### config.mk
export PLATFORM = sky130hd
export DESIGN_NAME = pfs_pin_mux
export DESIGN_NICKNAME = d
export VERILOG_FILES = /design/src/hdl/pfs_pkg.sv /design/src/hdl/pfs_edge_sync.sv /design/src/hdl/pfs_pin_mux.sv
export VERILOG_INCLUDE_DIRS = /design/src /design/src/hdl
export SDC_FILE = /design/constraint.sdc
export NUM_CORES = 1
export LEC_CHECK = 0
export BUFFER_PORTS_ARGS = -buffer_cell sky130_fd_sc_hd__buf_2
export CELL_PAD_IN_SITES_DETAIL_PLACEMENT = 1
export CELL_PAD_IN_SITES_GLOBAL_PLACEMENT = 1
export CORE_AREA = 5 5 91 135
export CTS_CLUSTER_SIZE = 12
export DETAILED_ROUTE_END_ITERATION = 16
export DIE_AREA = 0 0 96 140
export PLACE_DENSITY = 0.77
export SYNTH_ARGS = -nofsm -noshare
export SYNTH_HDL_FRONTEND = slang
export SYNTH_HIERARCHICAL = 1
export SYNTH_SLANG_ARGS = --single-unit
### constraint.sdc
create_clock -name clk_sys -period 2.29 [get_ports clk_sys]
set_clock_uncertainty 0.05 [all_clocks]
set_input_delay 0 -clock clk_sys [delete_from_list [all_inputs] [get_ports clk_sys]]
set_output_delay 0 -clock clk_sys [all_outputs]
set_load 0.02 [all_outputs]
### src/hdl/pfs_defines.svh
// constants for the pin function select block: control bit positions, vectors, timing
// assumes one state time equals one clk_sys cycle at 100 MHz
`ifndef PFS_DEFINES_SVH
`define PFS_DEFINES_SVH
`define PFS_IO_CONTROL_0_HSI0_EN 0
`define PFS_IO_CONTROL_0_HSI1_EN 2
`define PFS_IO_CONTROL_0_TIMER2_RESET_INPUT_EN 3
`define PFS_IO_CONTROL_0_HSI2_EN 4
`define PFS_IO_CONTROL_0_TIMER2_RESET_INPUT_SEL 5
`define PFS_IO_CONTROL_0_HSI3_EN 6
`define PFS_IO_CONTROL_0_TIMER2_CLOCK_INPUT_SEL 7
`define PFS_IO_CONTROL_1_EXT_SEL 1
`define PFS_IO_CONTROL_1_HSO4_EN 4
`define PFS_IO_CONTROL_1_TXD_EN 5
`define PFS_IO_CONTROL_1_HSO5_EN 6
`define PFS_IO_CONTROL_2_PWM_FREQ 2
`define PFS_IO_CONTROL_3_T2_INTCLK 0
`define PFS_IO_CONTROL_3_PULSE_OUTPUT_1_EN 2
`define PFS_IO_CONTROL_3_PULSE_OUTPUT_2_EN 3
`define PFS_SERIAL_CONTROL_RXD_EN 3
`define PFS_MASK1_EXT1 5
`define PFS_MASK_HSI0 4
`define PFS_VEC_EXTERNAL_INTERRUPT_INPUT 16'h200e
`define PFS_VEC_SECOND_EXTERNAL_INTERRUPT 16'h203a
`define PFS_VEC_NMI 16'h203e
`define PFS_VEC_HSI0 16'h2008
`define PFS_STATE_NS 10
`define PFS_RST_STRETCH_ST 16
`define PFS_RST_FIRST_ST 16
`define PFS_RST_STRETCH_CYC ((`PFS_RST_STRETCH_ST * `PFS_STATE_NS + 9) / 10)
`endif

### src/hdl/pfs_pkg.sv
// types shared by the pin function select block
// assumes the defines header is compiled alongside
package pfs_pkg;
	typedef enum logic [1:0] {
		PFS_RST_COLD,
		PFS_RST_STRETCH,
		PFS_RST_RUN
	} pfs_rst_e;
	typedef logic [15:0] pfs_vec_t;
endpackage
### src/hdl/pfs_edge_sync.sv
// two-flop synchroniser with rising-edge detect, one per external input
// assumes asynchronous inputs; first flop is read only by the second
`timescale 1ns/10ps
module pfs_edge_sync #(
	parameter int WIDTH = 1
) (
	input wire logic clk_sys, // state-time clock
	input wire logic arst_n, // async reset, active low
	input wire logic clkEn, // freeze when low
	input wire logic [WIDTH-1:0] pinIn, // raw pins
	output logic [WIDTH-1:0] level, // synchronised level
	output logic [WIDTH-1:0] rise // one-cycle rising pulse
);
	typedef struct packed {
		logic [WIDTH-1:0] meta;
		logic [WIDTH-1:0] sync;
		logic [WIDTH-1:0] prev;
	} pfs_sync_s;
	pfs_sync_s state, next_state;
	always_comb begin
		next_state = state;
		if (clkEn) begin
			next_state.meta = pinIn;
			next_state.sync = state.meta;
			next_state.prev = state.sync;
		end
	end
	always_ff @(posedge clk_sys or negedge arst_n) begin
		if (!arst_n) begin
			state <= '0;
		end else begin
			state <= next_state;
		end
	end
	assign level = state.sync;
	assign rise = state.sync & ~state.prev; // RQ23
endmodule

### src/hdl/pfs_pin_mux.sv
// pin function select and external event inputs
// How it works
// (RQ1) control_1 bit1 high: interrupt from port0 bit7
// (RQ2) control_1 bit1 low: interrupt from port2 bit2
// (RQ3) rising edge raises interrupt 7, vector 200e
// (RQ4) partner holds interrupt input two state times
// (RQ5) interrupt input wakes power down, ignoring mask
// (RQ6) rising non-maskable input vectors to 203e
// (RQ7) partner holds non-maskable input one state time
// (RQ8) port2 bit2 raises interrupt 13 unless masked
// (RQ9) first external reset lasts sixteen state times
// (RQ10) later resets stretched sixteen state times by device
// (RQ11) serial control bit3 selects receive or port
// (RQ12) receive pin open-drain data in mode 0
// (RQ13) control_1 bit5 selects transmit or port output
// (RQ14) test select low at reset release: test mode
// (RQ15) control_3 bits 2,3 route pulse outputs
// (RQ16) duty per register, frequency from control_2 bit2
// (RQ17) high-speed input 0 edge raises interrupt 4
// (RQ18) control_0 even bits enable high-speed inputs
// (RQ19) control_0 bits 3,5 give edge timer2 reset
// (RQ20) control_0 bit7, control_3 bit0 low: timer2 clock
// (RQ21) control_1 bits 4,6 enable high-speed outputs 4,5
// (RQ22) shared pins input sees own driven output
// (RQ23) inputs synchronised and edge-detected once
// assumes one state time per clk_sys cycle; serial and timer cores live outside, the pwm counter lives here
`include "pfs_defines.svh"
`timescale 1ns/10ps
module pfs_pin_mux #(
	parameter int PWM_W = 8 // duty register width
) (
	input wire logic clk_sys, // state-time clock
	input wire logic arst_n, // async reset, active low
	input wire logic clkEn, // freeze when low
	input wire logic [7:0] ioControl0, // io_control_0
	input wire logic [7:0] ioControl1, // io_control_1
	input wire logic [7:0] ioControl2, // io_control_2
	input wire logic [7:0] ioControl3, // io_control_3
	input wire logic [7:0] serialControl, // serial_control
	input wire logic [7:0] interruptMask1, // interrupt_mask_1
	input wire logic [7:0] interruptMask, // interrupt_mask
	input wire logic [1:0] serialMode, // serial mode 0..3
	input wire logic [PWM_W-1:0] pulseControl1, // pulse_control_1 duty
	input wire logic [PWM_W-1:0] pulseControl2, // pulse_control_2 duty
	input wire logic powerDown, // core in power down
	input wire logic portP2Out0, // port latch for port2 bit0
	input wire logic [1:0] portP1Out, // port latch for port1 bits 3,4
	input wire logic serialTx, // serial core transmit / clock
	input wire logic serialRxOut, // serial core mode0 data out
	input wire logic [1:0] hsoCore, // high-speed out 4,5 from core
	input wire logic pinP07, // port0 bit7 pin
	input wire logic pinP22, // port2 bit2 pin
	input wire logic pinNmi, // non-maskable interrupt pin
	input wire logic [3:0] pinHsi, // high-speed input pins
	input wire logic pinRxIn, // receive pin level
	input wire logic pinTestSelIn, // transmit / test_select_pin level
	input wire logic pinResetIn_n, // reset pin level
	output logic pinResetOe, // device pulls reset low
	output logic pinRxOut, // receive pin open-drain out
	output logic pinRxOe, // receive pin drive enable
	output logic pinTxOut, // transmit / port2 bit0 pin
	output logic [1:0] pinP1Out, // port1 bits 3,4 pins
	output logic [1:0] pinHsoOut, // high-speed out 4,5 pins
	output logic [1:0] pinHsoOe, // high-speed out 4,5 enables
	output logic extIntReq, // interrupt 7 pulse
	output logic extInt1Req, // interrupt 13 pulse
	output logic nmiReq, // non-maskable pulse
	output logic hsi0IntReq, // interrupt 4 pulse
	output logic [3:0] hsiEvent, // events to high-speed FIFO
	output logic timer2Reset, // timer2 reset pulse
	output logic timer2ClkTick, // timer2 external clock edge
	output logic wakeUp, // leave power down
	output logic coreReset, // internal reset active
	output logic testMode, // in-circuit test mode latched
	output logic rxData, // receive data to serial core
	output logic portP21In, // port2 bit1 input value
	output logic [15:0] intVector // vector of last event
);
	typedef struct packed {
		pfs_pkg::pfs_rst_e rstState;
		logic [4:0] rstCnt;
		logic pwmCycle;
		logic [PWM_W-1:0] pwmCnt;
		logic resetOe, rxOut, rxOe, txOut;
		logic [1:0] p1Out, hsoOut, hsoOe;
		logic extReq, ext1Req, nmi, hsi0Req;
		logic [3:0] hsiEv;
		logic timer2_reset_input, timer2_clock_input, wake, coreRst, test, rxd, p21;
		pfs_pkg::pfs_vec_t vector;
	} pfs_state_s;
	pfs_state_s state, next_state;
	// pins plus own high-speed drive folded in before sync
	logic [10:0] rawIn, syncLevel, syncRise;
	logic [3:0] hsiSeen;
	logic pulse_output_1, pulse_output_2, extSrcRise;
	assign hsiSeen = {pinHsi[3] | (state.hsoOe[1] & state.hsoOut[1]),
		pinHsi[2] | (state.hsoOe[0] & state.hsoOut[0]), pinHsi[1:0]}; // RQ22
	assign rawIn = {pinTestSelIn, pinResetIn_n, pinRxIn, hsiSeen, pinNmi, pinP22, pinP07, 1'b0};
	pfs_edge_sync #(
		.WIDTH(11)
	) u_sync (
		.clk_sys(clk_sys),
		.arst_n(arst_n),
		.clkEn(clkEn),
		.pinIn(rawIn),
		.level(syncLevel),
		.rise(syncRise)
	);
	assign pulse_output_1 = state.pwmCnt < pulseControl1; // RQ16
	assign pulse_output_2 = state.pwmCnt < pulseControl2; // RQ16
	assign extSrcRise = ioControl1[`PFS_IO_CONTROL_1_EXT_SEL] ? syncRise[1] : syncRise[2]; // RQ1 RQ2
	always_comb begin
		next_state = state;
		if (clkEn) begin
			// pwm counter, control_2 bit2 halves the rate
			next_state.pwmCycle = ~state.pwmCycle;
			if (!ioControl2[`PFS_IO_CONTROL_2_PWM_FREQ] || state.pwmCycle) begin
				next_state.pwmCnt = state.pwmCnt + {{(PWM_W-1){1'b0}}, 1'b1}; // RQ16
			end
			// reset pin: first reset needs the full length from outside
			next_state.resetOe = 1'b0;
			case (state.rstState)
				pfs_pkg::PFS_RST_COLD: begin
					next_state.coreRst = 1'b1;
					if (syncLevel[9]) begin
						if (state.rstCnt >= 5'(`PFS_RST_FIRST_ST)) begin // RQ9
							next_state.rstState = pfs_pkg::PFS_RST_RUN;
							next_state.coreRst = 1'b0;
							next_state.test = ~syncLevel[10]; // RQ14
						end
						next_state.rstCnt = '0;
					end else if (state.rstCnt < 5'(`PFS_RST_FIRST_ST)) begin
						next_state.rstCnt = state.rstCnt + 5'h01;
					end
				end
				pfs_pkg::PFS_RST_STRETCH: begin
					next_state.coreRst = 1'b1;
					next_state.resetOe = 1'b1;
					if (state.rstCnt == 5'(`PFS_RST_STRETCH_CYC - 1)) begin // RQ10
						// cold at full count: our own low still sits in the synchroniser
						next_state.rstState = pfs_pkg::PFS_RST_COLD;
						next_state.resetOe = 1'b0;
						next_state.rstCnt = 5'(`PFS_RST_FIRST_ST);
					end else begin
						next_state.rstCnt = state.rstCnt + 5'h01;
					end
				end
				pfs_pkg::PFS_RST_RUN: begin
					next_state.coreRst = 1'b0;
					if (!syncLevel[9]) begin
						// short pulse seen: hold the line low ourselves
						next_state.rstState = pfs_pkg::PFS_RST_STRETCH; // RQ10
						next_state.coreRst = 1'b1;
						next_state.resetOe = 1'b1;
						next_state.rstCnt = '0;
					end
				end
				default: next_state.rstState = pfs_pkg::PFS_RST_COLD;
			endcase
			// event requests, one cycle each
			next_state.extReq = extSrcRise; // RQ3
			next_state.ext1Req = syncRise[2] & interruptMask1[`PFS_MASK1_EXT1]; // RQ8
			next_state.nmi = syncRise[3]; // RQ6
			next_state.hsi0Req = syncRise[4] & interruptMask[`PFS_MASK_HSI0]; // RQ17
			next_state.wake = powerDown & extSrcRise; // RQ5
			next_state.hsiEv = syncRise[7:4] & {ioControl0[`PFS_IO_CONTROL_0_HSI3_EN],
				ioControl0[`PFS_IO_CONTROL_0_HSI2_EN], ioControl0[`PFS_IO_CONTROL_0_HSI1_EN],
				ioControl0[`PFS_IO_CONTROL_0_HSI0_EN]}; // RQ18
			next_state.timer2_reset_input = syncRise[4] & ioControl0[`PFS_IO_CONTROL_0_TIMER2_RESET_INPUT_EN]
				& ioControl0[`PFS_IO_CONTROL_0_TIMER2_RESET_INPUT_SEL]; // RQ19
			next_state.timer2_clock_input = syncRise[5] & ioControl0[`PFS_IO_CONTROL_0_TIMER2_CLOCK_INPUT_SEL]
				& ~ioControl3[`PFS_IO_CONTROL_3_T2_INTCLK]; // RQ20
			// nmi outranks the rest when several land together
			if (syncRise[3]) begin
				next_state.vector = `PFS_VEC_NMI;
			end else if (next_state.ext1Req) begin
				next_state.vector = `PFS_VEC_SECOND_EXTERNAL_INTERRUPT;
			end else if (extSrcRise) begin
				next_state.vector = `PFS_VEC_EXTERNAL_INTERRUPT_INPUT;
			end else if (next_state.hsi0Req) begin
				next_state.vector = `PFS_VEC_HSI0;
			end
			// pin routing
			next_state.rxd = serialControl[`PFS_SERIAL_CONTROL_RXD_EN] & syncLevel[8]; // RQ11 RQ12
			next_state.p21 = syncLevel[8];
			next_state.rxOe = serialControl[`PFS_SERIAL_CONTROL_RXD_EN] && serialMode == 2'h0
				&& !serialRxOut; // RQ12
			next_state.rxOut = 1'b0;
			next_state.txOut = ioControl1[`PFS_IO_CONTROL_1_TXD_EN] ? serialTx : portP2Out0; // RQ13
			next_state.p1Out[0] = ioControl3[`PFS_IO_CONTROL_3_PULSE_OUTPUT_1_EN] ? pulse_output_1 : portP1Out[0]; // RQ15
			next_state.p1Out[1] = ioControl3[`PFS_IO_CONTROL_3_PULSE_OUTPUT_2_EN] ? pulse_output_2 : portP1Out[1]; // RQ15
			next_state.hsoOe = {ioControl1[`PFS_IO_CONTROL_1_HSO5_EN],
				ioControl1[`PFS_IO_CONTROL_1_HSO4_EN]}; // RQ21
			next_state.hsoOut = hsoCore;
		end
	end
	always_ff @(posedge clk_sys or negedge arst_n) begin
		if (!arst_n) begin
			state <= '0;
			state.rstState <= pfs_pkg::PFS_RST_COLD;
			state.coreRst <= 1'b1;
			state.txOut <= 1'b1;
			state.p1Out <= 2'h3;
			state.vector <= 16'h0000;
		end else begin
			state <= next_state;
		end
	end
	assign pinResetOe = state.resetOe;
	assign pinRxOut = state.rxOut;
	assign pinRxOe = state.rxOe;
	assign pinTxOut = state.txOut;
	assign pinP1Out = state.p1Out;
	assign pinHsoOut = state.hsoOut;
	assign pinHsoOe = state.hsoOe;
	assign extIntReq = state.extReq;
	assign extInt1Req = state.ext1Req;
	assign nmiReq = state.nmi;
	assign hsi0IntReq = state.hsi0Req;
	assign hsiEvent = state.hsiEv;
	assign timer2Reset = state.timer2_reset_input;
	assign timer2ClkTick = state.timer2_clock_input;
	assign wakeUp = state.wake;
	assign coreReset = state.coreRst;
	assign testMode = state.test;
	assign rxData = state.rxd;
	assign portP21In = state.p21;
	assign intVector = state.vector;
	// assertions
	property p_ext_pulse;
		@(posedge clk_sys) disable iff (!arst_n)
		clkEn && extSrcRise |=> extIntReq ##1 (!extIntReq || !clkEn);
	endproperty
	a_ext_pulse: assert property (p_ext_pulse) else $error("ext irq not one pulse"); // RQ3
	property p_ext1_mask;
		@(posedge clk_sys) disable iff (!arst_n)
		extInt1Req |-> $past(interruptMask1[`PFS_MASK1_EXT1]);
	endproperty
	a_ext1_mask: assert property (p_ext1_mask) else $error("masked ext1 fired"); // RQ8
	property p_nmi_vec;
		@(posedge clk_sys) disable iff (!arst_n)
		nmiReq |-> intVector == `PFS_VEC_NMI;
	endproperty
	a_nmi_vec: assert property (p_nmi_vec) else $error("nmi vector wrong"); // RQ6
	property p_wake;
		@(posedge clk_sys) disable iff (!arst_n)
		clkEn && powerDown && extSrcRise |=> wakeUp;
	endproperty
	a_wake: assert property (p_wake) else $error("no wake"); // RQ5
	property p_stretch;
		@(posedge clk_sys) disable iff (!arst_n)
		$rose(pinResetOe) && clkEn |-> pinResetOe [*8];
	endproperty
	a_stretch: assert property (p_stretch) else $error("stretch short"); // RQ10
	property p_tx_sel;
		@(posedge clk_sys) disable iff (!arst_n)
		clkEn && !ioControl1[`PFS_IO_CONTROL_1_TXD_EN] |=> pinTxOut == $past(portP2Out0);
	endproperty
	a_tx_sel: assert property (p_tx_sel) else $error("tx routing wrong"); // RQ13
	property p_hso_oe;
		@(posedge clk_sys) disable iff (!arst_n)
		clkEn |=> pinHsoOe[0] == $past(ioControl1[`PFS_IO_CONTROL_1_HSO4_EN]);
	endproperty
	a_hso_oe: assert property (p_hso_oe) else $error("hso4 enable wrong"); // RQ21
	property p_timer2_reset_input;
		@(posedge clk_sys) disable iff (!arst_n)
		timer2Reset |-> $past(ioControl0[`PFS_IO_CONTROL_0_TIMER2_RESET_INPUT_SEL]) && $past(syncRise[4]);
	endproperty
	a_timer2_reset_input: assert property (p_timer2_reset_input) else $error("timer2 reset uncaused"); // RQ19
	property p_ext_p07;
		@(posedge clk_sys) disable iff (!arst_n)
		clkEn && ioControl1[`PFS_IO_CONTROL_1_EXT_SEL] && syncRise[1] |=> extIntReq;
	endproperty
	a_ext_p07: assert property (p_ext_p07) else $error("port0 source lost"); // RQ1
	property p_ext_p22;
		@(posedge clk_sys) disable iff (!arst_n)
		clkEn && !ioControl1[`PFS_IO_CONTROL_1_EXT_SEL] && syncRise[2] |=> extIntReq;
	endproperty
	a_ext_p22: assert property (p_ext_p22) else $error("port2 source lost"); // RQ2
	property p_hsi0_mask;
		@(posedge clk_sys) disable iff (!arst_n)
		$rose(hsi0IntReq) |-> $past(interruptMask[`PFS_MASK_HSI0]);
	endproperty
	a_hsi0_mask: assert property (p_hsi0_mask) else $error("masked hsi0 fired"); // RQ17
	property p_pulse_output_1_route;
		@(posedge clk_sys) disable iff (!arst_n)
		clkEn && ioControl3[`PFS_IO_CONTROL_3_PULSE_OUTPUT_1_EN] |=> pinP1Out[0] == $past(pulse_output_1);
	endproperty
	a_pulse_output_1_route: assert property (p_pulse_output_1_route) else $error("pulse_output_1 routing wrong"); // RQ15
	property p_rx_off;
		@(posedge clk_sys) disable iff (!arst_n)
		clkEn && !serialControl[`PFS_SERIAL_CONTROL_RXD_EN] |=> !rxData && !pinRxOe;
	endproperty
	a_rx_off: assert property (p_rx_off) else $error("receive active while port"); // RQ11
	property p_timer2_clock_input;
		@(posedge clk_sys) disable iff (!arst_n)
		$rose(timer2ClkTick) |-> $past(ioControl0[`PFS_IO_CONTROL_0_TIMER2_CLOCK_INPUT_SEL])
			&& !$past(ioControl3[`PFS_IO_CONTROL_3_T2_INTCLK]);
	endproperty
	a_timer2_clock_input: assert property (p_timer2_clock_input) else $error("timer2 clock uncaused"); // RQ20
	property p_oe_in_reset;
		@(posedge clk_sys) disable iff (!arst_n)
		pinResetOe |-> coreReset;
	endproperty
	a_oe_in_reset: assert property (p_oe_in_reset) else $error("pin pulled outside reset"); // RQ10
	property p_hsi3_en;
		@(posedge clk_sys) disable iff (!arst_n)
		$rose(hsiEvent[3]) |-> $past(ioControl0[`PFS_IO_CONTROL_0_HSI3_EN]);
	endproperty
	a_hsi3_en: assert property (p_hsi3_en) else $error("hsi3 event while disabled"); // RQ18
endmodule

==> out/summary.json <==
{
  "run_status": {
    "outcome": "completed"
  },
  "routing": {
    "post_drt_wl_per_cell_um": 15.1,
    "route.detailed.drc": 0,
    "post_drt_via_cell_ratio": 4.66,
    "routed_wirelength_um": 8910,
    "drt_iter0_markers": 56,
    "drt_pre_antenna_iters": 3,
    "dr_total_vias": 2751,
    "detail-route-antenna-nets": 0
  },
  "timing": {
    "timing.setup.tns_ns": 0,
    "fin_ws_ns": 0.331,
    "grt_setup_unrepaired": "false",
    "drv_slew": 0,
    "layout_worst_path_cycle_share_pct": 85.5,
    "max_freq_mhz": 510,
    "hold_violations": 0,
    "post-route-min-period_ns": 1.96,
    "setup_viol": 0
  },
  "layout": {
    "area_delta_synth_final_pct": 26.3,
    "final_layout_size_suffix_gt1_share_pct": 32.8,
    "filler_instances": 1263,
    "total_area_of_multi_input_combinational_cells_um2": 1640,
    "final_net_count": 554,
    "flip_flop_and_latch_area_um2": 1780,
    "layout.cells.most_common": "sky130_fd_sc_hd__buf_2",
    "post_layout_nonfiller_instances": 590,
    "post-route-cell-area_um2": 4810,
    "mostFrequentLayoutCells": "85 x sky130_fd_sc_hd__buf_2, 67 x sky130_fd_sc_hd__dfrtp_1, 31 x sky130_fd_sc_hd__dlygate4sd3_1"
  },
  "floorplanning": {
    "start_util_pct": 34.9,
    "die_w_um": 96,
    "floorplan.io_pins": 136,
    "die_area_um2": 13400,
    "fp.dieH_um": 140,
    "core_box_area_um2": 10900,
    "row_count": 47
  },
  "clock_tree": {
    "root_buffer": "sky130_fd_sc_hd__clkbuf_16",
    "numCtsBuffers": 9,
    "clk_transition_reported_paths_ns": 0.06,
    "htreeDepth": 3,
    "cts_repair_resize_count": 0,
    "clock_latency_ns": 0.33,
    "cts_num_sinks": 71,
    "cts_max_path_buffers": 2,
    "clock_tree_from_tritoncts": "yes"
  },
  "placed_design": {
    "port_buffers": 86,
    "place.gp.congestion": 0.672,
    "cell_area_after_placement_um2": 4190,
    "dp.cells": 542,
    "post-dp-hpwl_um": 6160,
    "dpl_worst_slack_ns": 0.336
  },
  "global_routing": {
    "globalRoute.totalOverflow": 0,
    "grt_pass1_wl_um": 14600,
    "maximum_number_of_pins_on_one_net_before_global_route_repair": 72,
    "grt_usage_pct": 13.9,
    "vias_in_the_first_global_route": 3007,
    "antenna_violations_before_repair": 1
  },
  "worst_setup_path": {
    "critical_path_peak_fanout": 3,
    "critPathCaptureType": "register",
    "timing.critical_path.from_type": "register",
    "critical_path.reg2reg.startpoint": "state[50]$_DFFE_PN0P_",
    "timing.setup.critical_path_class": "register to register",
    "first_element_of_the_critical_path": "state[50]$_DFFE_PN0P_",
    "worstPathArrival_ns": 2.11,
    "timing.critical_path.required_ns": 2.45
  },
  "pwr": {
    "power.density_cell_area_nw_per_um2": 947,
    "power.static_leakage_nw": 2.39,
    "ir_drop_mv": 0.449
  },
  "synthesis": {
    "syn_avg_cell_area_um2": 11.4,
    "mapped_cell_area_um2": 3810,
    "gate_count_of_the_mapped_netlist": 334,
    "ys.warnings.count": 6
  },
  "hold_path": {
    "holdCritStartpoint": "ioControl2[2]",
    "hold_path.class": "input port to register"
  },
  "run": {
    "maxCapViolations": 0
  }
}
power by group:
part           internal [mW]  switching [mW]  total [mW]  leakage [nW]
clock network          0.958           0.525        1.48         0.154
logic                  0.609           0.712        1.32          1.38
registers               1.52           0.232        1.76         0.861
final cells by class:
class / count / share of cell area [%]
clock buffers: 11 / 4.83
flip-flops and latches: 71 / 37.0
inverters: 30 / 2.34
diodes: 1 / 0.0520
clock inverters: 5 / 1.72
repair buffers: 120 / 16.2
multi-input cells: 205 / 34.1
well taps: 147 / 3.82
per-layer routing:
| metal | wire length, um | GRT usage [%] | vias up |
|---|---|---|---|
| met5 | 0 | 0 | - |
| met4 | 165 | 6.15 | 0 |
| met3 | 479 | 3.06 | 10 |
| met2 | 4720 | 24.5 | 71 |
| met1 | 3550 | 15.6 | 1352 |
| li1 | - | - | 1318 |
metrics by stage:
step                      power, mW  util (%)  hold slack (ns)
after global routing           4.86      44.0           0.0159
final                          4.56      44.0           0.0166
after floorplan                2.73         -           -0.346
after CTS                      4.62      44.0          0.00210
after detailed placement       3.06      38.3           0.0196
after global placement         2.97      38.3          0.00350
worst max-delay path: stages, from the launching register on:
cell and delay [ns]:
sky130_fd_sc_hd__dfrtp_1 0.41, sky130_fd_sc_hd__ha_1 0.24, sky130_fd_sc_hd__and3_1 0.19, sky130_fd_sc_hd__ha_1 0.19, sky130_fd_sc_hd__nor2b_1 0.16, sky130_fd_sc_hd__a211o_1 0.16
sky130_fd_sc_hd__nand2b_1 0.12, sky130_fd_sc_hd__mux2_1 0.31
final timing paths:
check / end / slack, ns / cells past startpoint
max in group asynchronous: coreReset$_DFFE_PN1P_ / 1.63 / 3
max: state[56]$_DFFE_PN0P_ / 0.33 / 7
min in group asynchronous: extInt1Req$_DFFE_PN0P_ / 0.17 / 3
min: state[48]$_DFFE_PN0P_ / 0.02 / 4
max reg2reg: state[56]$_DFFE_PN0P_ / 0.33 / 7
min reg2reg: state[49]$_DFFE_PN0P_ / 0.42 / 1
sequential cells by signal (all words and copies together), names as in the netlist, 2 cells and up:
| signal | cells |
|---|---|
| pinHsoOut | 2 |
| intVector | 4 |
| pinHsoOe | 2 |
| u_sync/state | 17 |
| pinP1Out | 2 |
| state | 16 |
| u_sync/level | 10 |
| hsiEvent | 4 |
timing repair:
item                                    CTS  global route
endpoints found under the setup margin    0             0
setup buffers                             0             0
hold buffers                             31             0
hold endpoints to repair                101             0
(Power assumes the default switching activity.)
